$ cat config.mk
export PLATFORM = sky130hd
export DESIGN_NAME = supply_thermal_fault_status_regs
export DESIGN_NICKNAME = d
export VERILOG_FILES = /design/src/supply_thermal_fault_status_regs.v /design/src/status_byte_store.v
export VERILOG_INCLUDE_DIRS = /design/src /design/src/src
export SDC_FILE = /design/constraint.sdc
export NUM_CORES = 1
export LEC_CHECK = 0
export ABC_AREA = 1
export CAP_MARGIN = 20
export CORE_UTILIZATION = 50
export CTS_CLUSTER_DIAMETER = 200
export DETAILED_ROUTE_END_ITERATION = 12
export DONT_BUFFER_PORTS = 1
export PLACE_DENSITY = 0.76
export SKIP_LAST_GASP = 1
export SLEW_MARGIN = 40
export SYNTH_ARGS = -nofsm -noshare
export SYNTH_HDL_FRONTEND = slang
export SYNTH_SLANG_ARGS = --single-unit
$ cat constraint.sdc
create_clock -name clock -period 4.1 [get_ports clock]
set_input_delay 1.025 -clock clock [delete_from_list [all_inputs] [get_ports clock]]
set_output_delay 1.025 -clock clock [all_outputs]
set_load 0.01 [all_outputs]
$ cat src/status_regs.vh
`ifndef STATUS_REGS_REGS_VH
`define STATUS_REGS_REGS_VH

// =====================================================
// register addresses (7-bit)
`define ADDR_SUPPLY   7'h41
`define ADDR_THERMAL  7'h42
`define ADDR_DEVINFO  7'h43

// =====================================================
// reset values
`define SUPPLY_RESET  8'h80
`define THERMAL_RESET 8'h00
`define DEVINFO_RESET 8'h00

// =====================================================
// field positions
`define BIT_CLEAR      7
`define BIT_POWER_ON   7
`define BIT_BATT_UV    6
`define BIT_BATT_OV    5
`define BIT_SEC_SC_OT  4
`define BIT_SEC_FAIL   3
`define BIT_MAIN_SC    2
`define BIT_MAIN_FAIL  1
`define BIT_MAIN_UV    0
`define BIT_TSD_FLAG   1
`define BIT_PREWARN    0
`define BIT_BAD_CMD    1
`define BIT_FAIL_OUT   0

// =====================================================
// field values
`define THERM_MASK     8'h1F
`define HT_COUNT_MAX   3'h7
`define HT_COUNT_ONE   3'h1
`define HT_COUNT_ZERO  3'h0
`define WD_COUNT_MAX   4'hF
`define WD_COUNT_ZERO  4'h0
`define WD_COUNT_ONE   4'h1
`define PRIOR_CLEARED  2'h0
`define PRIOR_FAILURE  2'h1
`define PRIOR_SLEEP    2'h2
`define BYTE_ZERO      8'h00
`define REG_INDEX_W    2

`endif

$ cat src/supply_thermal_fault_status_regs.v
// How it works
// - bit7 low: read addressed byte, unchanged
// - bit7 high: clear whole addressed byte
// - flags never self-clear; host clears them
// - supply byte at 0x41, resets to 0x80
// - soft reset clears power-on flag
// - bit4: secondary rail short or hot
// - bit3: secondary rail fail event
// - bit2: main rail short after switch-on
// - bit1: main rail fail event
// - bit0: main rail undervoltage reset crossed
// - sleep with main rail off suppresses bits2:0
// - thermal byte at 0x42, bits7:5 zero
// - bits4:2 count hard thermal restarts
// - count seven holds; next event restarts at one
// - self-reset count only below seven per minute
// - shutdown and prewarning flags stay sticky
// - bits7:6 hold prior state code
// - bits5:2 watchdog failure count, max 15
// - bad-command flag set on invalid command
// - fail-output flag set on pin activation
// - good watchdog trigger clears failure count
// - bad-command flag cleared only by host clear, soft reset or reset
`timescale 1ns/1ps

module supply_thermal_fault_status_regs (
   input  wire       clock,
   input  wire       rst_b,
   input  wire       soft_reset,
   input  wire       frame_valid,
   input  wire [7:0] frame_cmd,
   input  wire       sleep_main_off,
   input  wire       battery_undervoltage,
   input  wire       battery_overvoltage,
   input  wire       secondary_rail_short_or_hot,
   input  wire       secondary_rail_fail,
   input  wire       main_rail_short,
   input  wire       main_rail_fail,
   input  wire       main_rail_undervoltage,
   input  wire       hard_thermal_event,
   input  wire       hard_thermal_window_reset,
   input  wire       thermal_shutdown_flag,
   input  wire       thermal_prewarning,
   input  wire       prior_state_set,
   input  wire [1:0] prior_state_code,
   input  wire       watchdog_failure,
   input  wire       watchdog_trigger_ok,
   input  wire       bad_command,
   input  wire       fail_output_pin,
   output reg  [7:0] read_data_q,
   output reg        read_valid_q,
   output reg        addr_hit_q
);

`include "status_regs.vh"

// =====================================================
// address decode
   function [2:0] decode;
      input [6:0] addr;
      begin
         if (addr == `ADDR_SUPPLY) begin
            decode = 3'b001;
         end else if (addr == `ADDR_THERMAL) begin
            decode = 3'b010;
         end else if (addr == `ADDR_DEVINFO) begin
            decode = 3'b100;
         end else begin
            decode = 3'b000;
         end
      end
   endfunction

   wire [2:0] sel     = decode(frame_cmd[6:0]);
   wire       is_clr  = frame_valid & frame_cmd[`BIT_CLEAR];
   wire       clr_sup = is_clr & sel[0];
   wire       clr_thm = is_clr & sel[1];
   wire       clr_dev = is_clr & sel[2];

   wire [7:0] supply_q;
   wire [7:0] thermal_q;
   wire [7:0] devinfo_q;
   reg  [7:0] sup_d;
   reg  [7:0] thm_d;
   reg  [7:0] dev_d;
   reg  [1:0] rd_idx;
   reg  [2:0] ht_cnt;
   reg  [3:0] wd_cnt;

// =====================================================
// next values: clear first, then events set on top
   always @* begin
      // a clear yields zero, events OR back in so set wins
      sup_d = clr_sup ? `BYTE_ZERO : supply_q;
      sup_d[`BIT_BATT_UV] = sup_d[`BIT_BATT_UV] | battery_undervoltage;
      sup_d[`BIT_BATT_OV] = sup_d[`BIT_BATT_OV] | battery_overvoltage;
      sup_d[`BIT_SEC_SC_OT] = sup_d[`BIT_SEC_SC_OT]
                            | secondary_rail_short_or_hot;
      sup_d[`BIT_SEC_FAIL] = sup_d[`BIT_SEC_FAIL]
                           | secondary_rail_fail;
      if (!sleep_main_off) begin
         sup_d[`BIT_MAIN_SC] = sup_d[`BIT_MAIN_SC]
                             | main_rail_short;
         sup_d[`BIT_MAIN_FAIL] = sup_d[`BIT_MAIN_FAIL]
                               | main_rail_fail;
         sup_d[`BIT_MAIN_UV] = sup_d[`BIT_MAIN_UV]
                             | main_rail_undervoltage;
      end

      // hard thermal count
      ht_cnt = clr_thm ? `HT_COUNT_ZERO : thermal_q[4:2];
      if (hard_thermal_event) begin
         // count on from the cleared value so a clear never eats an event
         if (ht_cnt == `HT_COUNT_MAX) begin
            ht_cnt = `HT_COUNT_ONE;
         end else begin
            ht_cnt = ht_cnt + `HT_COUNT_ONE;
         end
      end else if (hard_thermal_window_reset
                   && thermal_q[4:2] != `HT_COUNT_MAX) begin
         // a saturated count is kept to show fail-safe was entered
         ht_cnt = `HT_COUNT_ZERO;
      end
      thm_d = `BYTE_ZERO;
      thm_d[4:2] = ht_cnt;
      thm_d[`BIT_TSD_FLAG] = (thermal_q[`BIT_TSD_FLAG] & ~clr_thm)
                           | thermal_shutdown_flag;
      thm_d[`BIT_PREWARN] = (thermal_q[`BIT_PREWARN] & ~clr_thm)
                          | thermal_prewarning;

      // device info
      dev_d = clr_dev ? `BYTE_ZERO : devinfo_q;
      if (prior_state_set) begin
         dev_d[7:6] = prior_state_code;
      end
      wd_cnt = dev_d[5:2];
      if (watchdog_trigger_ok) begin
         wd_cnt = `WD_COUNT_ZERO;
      end
      if (watchdog_failure && wd_cnt != `WD_COUNT_MAX) begin
         // counting from the pre-clear value would lose the event
         wd_cnt = wd_cnt + `WD_COUNT_ONE;
      end
      dev_d[5:2] = wd_cnt;
      dev_d[`BIT_BAD_CMD] = dev_d[`BIT_BAD_CMD] | bad_command;
      dev_d[`BIT_FAIL_OUT] = dev_d[`BIT_FAIL_OUT] | fail_output_pin;
   end

   always @* begin
      if (sel[0]) begin
         rd_idx = 2'd0;
      end else if (sel[1]) begin
         rd_idx = 2'd1;
      end else if (sel[2]) begin
         rd_idx = 2'd2;
      end else begin
         rd_idx = 2'd3;
      end
   end

// =====================================================
// storage: written every cycle with its next value
   status_byte_store u_store (
      .clock      (clock),
      .rst_b      (rst_b),
      .soft_reset (soft_reset),
      .wr_en      (1'b1),
      .wr_index   (2'd0),
      .wr_data    (sup_d),
      .rd_index   (rd_idx),
      .rd_data_q  (),
      .supply_q   (supply_q),
      .thermal_q  (),
      .devinfo_q  ()
   );

   reg [7:0] thm_q;
   reg [7:0] dev_q;
   assign thermal_q = thm_q;
   assign devinfo_q = dev_q;

   always @(posedge clock or negedge rst_b) begin
      if (!rst_b) begin
         thm_q <= `THERMAL_RESET;
         dev_q <= `DEVINFO_RESET;
      end else if (soft_reset) begin
         thm_q <= `THERMAL_RESET;
         dev_q <= `DEVINFO_RESET;
      end else begin
         thm_q <= thm_d;
         dev_q <= dev_d;
      end
   end

// =====================================================
// read answer: pre-clear snapshot, one cycle after frame
   always @(posedge clock or negedge rst_b) begin
      if (!rst_b) begin
         read_data_q  <= `BYTE_ZERO;
         read_valid_q <= 1'b0;
         addr_hit_q   <= 1'b0;
      end else begin
         // bytes are taken before this edge's update, so a clear
         // still answers with the old contents
         read_data_q  <= frame_valid ? (sel[0] ? supply_q : (sel[1]
                         ? (thermal_q & `THERM_MASK)
                         : (sel[2] ? devinfo_q : `BYTE_ZERO)))
                         : read_data_q;
         read_valid_q <= frame_valid;
         addr_hit_q   <= frame_valid & (|sel);
      end
   end

endmodule

$ cat src/status_byte_store.v
`timescale 1ns/1ps

// =====================================================
// three status bytes, registered read port
module status_byte_store (
   input  wire       clock,
   input  wire       rst_b,
   input  wire       soft_reset,
   input  wire       wr_en,
   input  wire [1:0] wr_index,
   input  wire [7:0] wr_data,
   input  wire [1:0] rd_index,
   output reg  [7:0] rd_data_q,
   output reg  [7:0] supply_q,
   output reg  [7:0] thermal_q,
   output reg  [7:0] devinfo_q
);

`include "status_regs.vh"

   always @(posedge clock or negedge rst_b) begin
      if (!rst_b) begin
         supply_q  <= `SUPPLY_RESET;
         thermal_q <= `THERMAL_RESET;
         devinfo_q <= `DEVINFO_RESET;
      end else if (soft_reset) begin
         // soft reset clears the power-on flag too
         supply_q  <= `BYTE_ZERO;
         thermal_q <= `THERMAL_RESET;
         devinfo_q <= `DEVINFO_RESET;
      end else if (wr_en) begin
         if (wr_index == 2'd0) begin
            supply_q <= wr_data;
         end else if (wr_index == 2'd1) begin
            thermal_q <= wr_data & `THERM_MASK;
         end else if (wr_index == 2'd2) begin
            devinfo_q <= wr_data;
         end
      end
   end

   always @(posedge clock or negedge rst_b) begin
      if (!rst_b) begin
         rd_data_q <= `BYTE_ZERO;
      end else if (rd_index == 2'd0) begin
         rd_data_q <= supply_q;
      end else if (rd_index == 2'd1) begin
         rd_data_q <= thermal_q & `THERM_MASK;
      end else if (rd_index == 2'd2) begin
         rd_data_q <= devinfo_q;
      end else begin
         rd_data_q <= `BYTE_ZERO;
      end
   end

endmodule

## Yosys cells after proc, flatten, opt, wreduce, memory -nomap -nowiden

Cells that the tools add are included.

| storage, ports and cells | value |
|---|---|
| register bits | 31 |
| bits in latches | 0 |
| memory bits (writable) | 0 |
| ROM bits | 0 |
| input bits | 31 |
| output and inout port bits | 10 |
| word-level logic and storage cells | 59 |
| memories | 0 |

| cells by class | value |
|---|---|
| $add $sub $neg | 2 |
| multiply operators | 0 |
| divide/modulo/power cells | 0 |
| magnitude comparators | 0 |
| equal/unequal tests | 6 |
| shifts and indexed selects | 0 |
| mux-type cells | 19 |
| bitwise logic cells | 19 |
| reductions and logical operators | 5 |

Operators with widths:

| cell | count |
|---|---|
| $mux 8 | 7 |
| $mux 3 | 8 |
| $eq 7x7->1 const B | 3 |
| $or 1x1->1 | 11 |
| $mux 4 | 2 |
| $and 1x1->1 | 7 |
| $mux 5 | 1 |
| $add 4x1->4 const B | 1 |
| $ne 4x4->1 const B | 1 |
| $add 3x1->3 const B | 1 |
| $eq 3x3->1 const B | 1 |
| $ne 3x3->1 const B | 1 |
| $reduce_bool 3->1 | 1 |
| $reduce_or 3->1 | 1 |
| $logic_and 1x1->1 | 2 |
| $mux 2 | 1 |
| $reduce_bool 2->1 | 1 |
| $not 1->1 | 1 |

## Logic depth before layout (Yosys ltp)

| logic depth | value |
|---|---|
| word-level depth | 11 |
| depth in mapped cells | 13 |

## Hierarchy

A second synthesis with hierarchy kept.

| second synthesis, totals | value |
|---|---|
| cell total of the unflattened synthesis | 339 |
| area total of the unflattened synthesis | 2685.1 µm² |

By module, submodules not included:

| module | instances | cells an instance | area an instance (µm²) | seq. area each (µm²) |
|---|---|---|---|---|
| supply_thermal_fault_status_regs | 1 | 179 | 1375.1 | 575.6 |
| status_byte_store | 1 | 160 | 1310.0 | 726.9 |

## Least setup slack after synthesis

No wires, ideal clock.

| timing path | value |
|---|---|
| kind | input-to-reg |
| from | input port frame_cmd[2] |
| to | register thm_q[4] (netlist: thermal_q[4]) |
| library setup time | 123 ps |
| data arrival time | 2262 ps |
| slack | 1715 ps |
| stages on the path | 10 |
| cells stage by stage | inv_1 nand2_1 nor2_1 nand3_1 nand2_1 inv_1 ha_1 ha_1 o21ai_0 a21oi_1 |

| between the ends | value |
|---|---|
| cells in the longest elaborated chain, start to end | 9 |
| elaborated cells between the ends (all ways) | 12 |
| classes of those cells | add/sub (1); eq/ne (3); mux (7); bitwise (1) |

RTL lines:

| item | RTL line | text |
|---|---|---|
| start, declared | supply_thermal_fault_status_regs.v:31 | `input wire [7:0] frame_cmd,` |
| $eq 7x7->1 (no line) | -- |  |
| $mux 3 | supply_thermal_fault_status_regs.v:64 | `` end else if (addr == `ADDR_THERMAL) begin `` |
| $mux 3 * | supply_thermal_fault_status_regs.v:62 | `` if (addr == `ADDR_SUPPLY) begin `` |
| $and 1x1->1 * | supply_thermal_fault_status_regs.v:77 | `wire clr_thm = is_clr & sel[1];` |
| $mux 3 * | supply_thermal_fault_status_regs.v:111 | `` ht_cnt = clr_thm ? `HT_COUNT_ZERO : thermal_q[4:2]; `` |
| $add 3x1->3 (no line) / $eq 3x3->1 (equally long branches) | -- |  |
| $mux 3 | supply_thermal_fault_status_regs.v:114 | `` if (ht_cnt == `HT_COUNT_MAX) begin `` |
| $mux 3 * | supply_thermal_fault_status_regs.v:112 | `if (hard_thermal_event) begin` |
| $mux 5 * | supply_thermal_fault_status_regs.v:186 | `end else if (soft_reset) begin` |
| end signal, assigned | supply_thermal_fault_status_regs.v:184 | `` thm_q <= `THERMAL_RESET; `` |
| end signal, assigned | supply_thermal_fault_status_regs.v:187 | `` thm_q <= `THERMAL_RESET; `` |
| end signal, assigned | supply_thermal_fault_status_regs.v:190 | `thm_q <= thm_d;` |
| end, declared | supply_thermal_fault_status_regs.v:177 | `reg [7:0] thm_q;` |

Mark *: on every way between the ends. The rest lies on a longest branch, timed or not.
A chain may end at the register's enable or synchronous reset.

## Worst setup path after layout

Same ends and word-level chain as after synthesis.

==> impl_results.md <==
- Post-Syn Area: 0.00156 sq mm
- GPL Wtd Cong: 0.771
- Syn Inst Count: 191
- Failing checks: design-rule violations
- Vias in the first global route: 1213
- Hpwl dp: 2490 um
- Slowest-stage cell, CP: ha_1
- Effective utilization at floorplan: 54.8%
- TritonCTS clock tree: built
- Critical Path AT: 2.42 ns
- Die area: 0.00336 sq mm
- Endpoints failing hold: 0
- Layout Skew: 0.0139 ns
- Measured slew at the worst slew-check pin: 0.431 ns
- # Max-Cap Violations: 0
- Critical-path cell list: inv_1 > nand2_1 > nor2_1 > nand3_1 > nand2_1 > inv_1 > ha_1 > ha_1 > o21ai_0 > a21oi_1
- EDFF count, synth: 0
- Critical Path RT: 4.35 ns
- Die X: 57.9 um
- Clock root buffer: clkbuf_4
- Fin. max-slew vios: 0
- Highest-count cells in the layout ignoring fill and taps: 40 x nand2_1, 30 x dfrtp_1, 27 x inv_1, 19 x o21ai_0
- Bufs on Longest Clock Path: 2
- Buffers on Ports: 0
- Leakage power: 0.000832 uW
- Worst Hold Class: input port to asynchronous set/reset pin
- Chip height: 57.9 um
- First-pass DRT Iterations: 9
- Type of origin of the critical path: input port
- CTS hold repair buffers: 0
- Setup TNS: 0 ns
- Min Tclk post-route: 2.18 ns
- DP Cell Count: 218
- Seq cells post-synth: 31
- Max_slew headroom: 71.1%
- Kind of critical path: input port to register
- Largest net degree at the start of global routing: 32
- Pwr dens: 378 mW/mm^2
- Finished Layout Cells: 226
- Area grow syn2layout: 6.48%
- Final WL: 3310 um
- Antenna Nets Post-Route: 0
- # IOs: 41
- Syn nets: 225
- RSZ-0062 raised after global routing: false
- Setup-failing EPs final: 0
- CP bufs+invs: 2
- Final routed DRC violation total: 5
- Core ar.: 0.00285 sq mm
- VDD IR max: 0.158 mV
- Predominant post-synthesis flop cell: dfrtp_1
- CTS Buf Count: 5
- Yosys warnings: 0
- Mean Syn Cell Area: 8.19 sq um
- Family with the most delay on the worst path: simple AND/OR/NAND/NOR gates
- Clock transition at the registers of the reported paths: 0.11 ns
- Crit path largest cell delay: 0.26 ns
- # rows: 19
- Vias per cell: 5.61
- Wire length per cell: 14.6 um
- Fmax: 460 MHz
- Share of layout cells above drive strength 1: 13.3%
- DR vias: 1267
- GRT Util Overall: 21.0%
- Status: finished with violations
- Worst skew pair latency: 0.35 ns
- First-pass GRT wire length: 5130 um
- Synth async-reset ratio: 100%
- Antenna fix cells: 0
- CTS-repair resized insts: 0
- Final critical-path share of the clock period: 53.1%
- Nets@finish: 228
- Synth unique cells: 29
- Commonest non-fill, non-tap cell in the layout: nand2_1
- Post-CTS Setup Inserts: 0
- Critical Path Fanout Max: 5
- Congestion Overflow GR: 0
- # H-tree levels: 2
- Share of synthesized area occupied by flip-flops and latches: 49.7%
- Total clock sinks: 31
- Critical Path End Type: register
- Initial drt markers: 60
- Initial antenna violation count: 0
-- path summary, 6_finish.rpt --
| check | from | endpoint | slack, ns | cells past startpoint |
|---|---|---|---|---|
| min in group clock | u_store.supply_q[7]$_DFFE_PN1P_ | u_store.supply_q[7]$_DFFE_PN1P_ | 0.47 | 2 |
| min reg2reg | u_store.supply_q[7]$_DFFE_PN1P_ | u_store.supply_q[7]$_DFFE_PN1P_ | 0.47 | 2 |
| max | frame_cmd[2] | thermal_q[4]$_DFF_PN0_ | 1.92 | 10 |
| min | rst_b | thermal_q[1]$_DFF_PN0_ | 0.35 | 0 |
| max reg2reg | dev_q[2]$_DFF_PN0_ | dev_q[3]$_DFF_PN0_ | 2.51 | 10 |
| max in group asynchronous | rst_b | u_store.supply_q[7]$_DFFE_PN1P_ | 3.58 | 0 |
-- sequential cells by signal (all words and copies together) (netlist names) --
| name | cells |
|---|---|
| addr_hit_q | 1 |
| dev_q | 8 |
| read_data_q | 8 |
| read_valid_q | 1 |
| thermal_q | 5 |
| u_store.supply_q | 8 |
-- worst reg2reg max path, stage by stage (launching register included) --
cell	delay [ns]
dfrtp_1	0.33
inv_1	0.05
nor2_1	0.15
nand2_2	0.09
inv_1	0.09
ha_1	0.21
nand4_1	0.12
nand2_2	0.14
clkinv_2	0.09
o21ai_0	0.16
nor2_1	0.06
-- where the power goes --
| group | switching (uW) | internal (uW) | total (uW) | leakage [uW] |
|---|---|---|---|---|
| Sequential | 6.44 | 319 | 326 | 0.000405 |
| Combinational | 29.5 | 15.3 | 44.8 | 0.000378 |
| Clock | 115 | 144 | 259 | 0.0000482 |
-- kinds of logic (layout without fill, tap and decap cells) --
group,after synthesis,after routing,synth area share [%]
AO/OA/AOI/OAI,44,44,15.1
adder cells (fa/ha/maj),3,3,2.40
buffers and inverters,35,39,9.04
flip-flops,31,31,49.7
AND/OR/NAND/NOR,78,78,23.8
-- layout make-up --
cell class,instances,area (sq um)
Tap cell,31,38.8
Inverter,31,118
Clock buffer,6,51.3
Multi-Input combinational cell,125,646
Clock inverter,2,35.0
Sequential cell,31,777
Fill cell,257,1190
-- metal layers --
| metal | share of wire, % | vias up | track usage (%) |
|---|---|---|---|
| met5 | 0 | - | 0 |
| met4 | 2.4 | 0 | 9.18 |
| met2 | 48 | 49 | 36.5 |
| met1 | 41 | 588 | 22.5 |
| li1 | - | 622 | - |
| met3 | 7.7 | 8 | 8.26 |
-- stage by stage --
step / area (sq um) / power [uW] / utilization (%) / setup WS (ns) / hold slack (ns)
CTS: 1670 / 629 / 58.4 / 1.91 / 0.352
finish: 1670 / 630 / 58.4 / 1.92 / 0.347
floorplan: 1560 / 369 / - / 1.71 / 0.438
global placement: 1580 / 373 / 55.4 / 1.65 / 0.448
detailed placement: 1580 / 377 / 55.4 / 1.55 / 0.453
global route: 1670 / 649 / 58.4 / 1.80 / 0.339
-- cell usage after synthesis (all sizes together) (2+ instances only) --
cell / number / area (sq um)
nand2: 46 / 193
buf: 3 / 20.0
a22oi: 2 / 15.0
ha: 3 / 37.5
a21oi: 15 / 75.1
nand4: 2 / 12.5
o22ai: 6 / 37.5
o21ai: 19 / 95.1
nand3: 9 / 62.6
dfrtp: 30 / 751
inv: 30 / 113
nor2: 18 / 85.1
No activity file was read; power rests on OpenSTA's default activity.
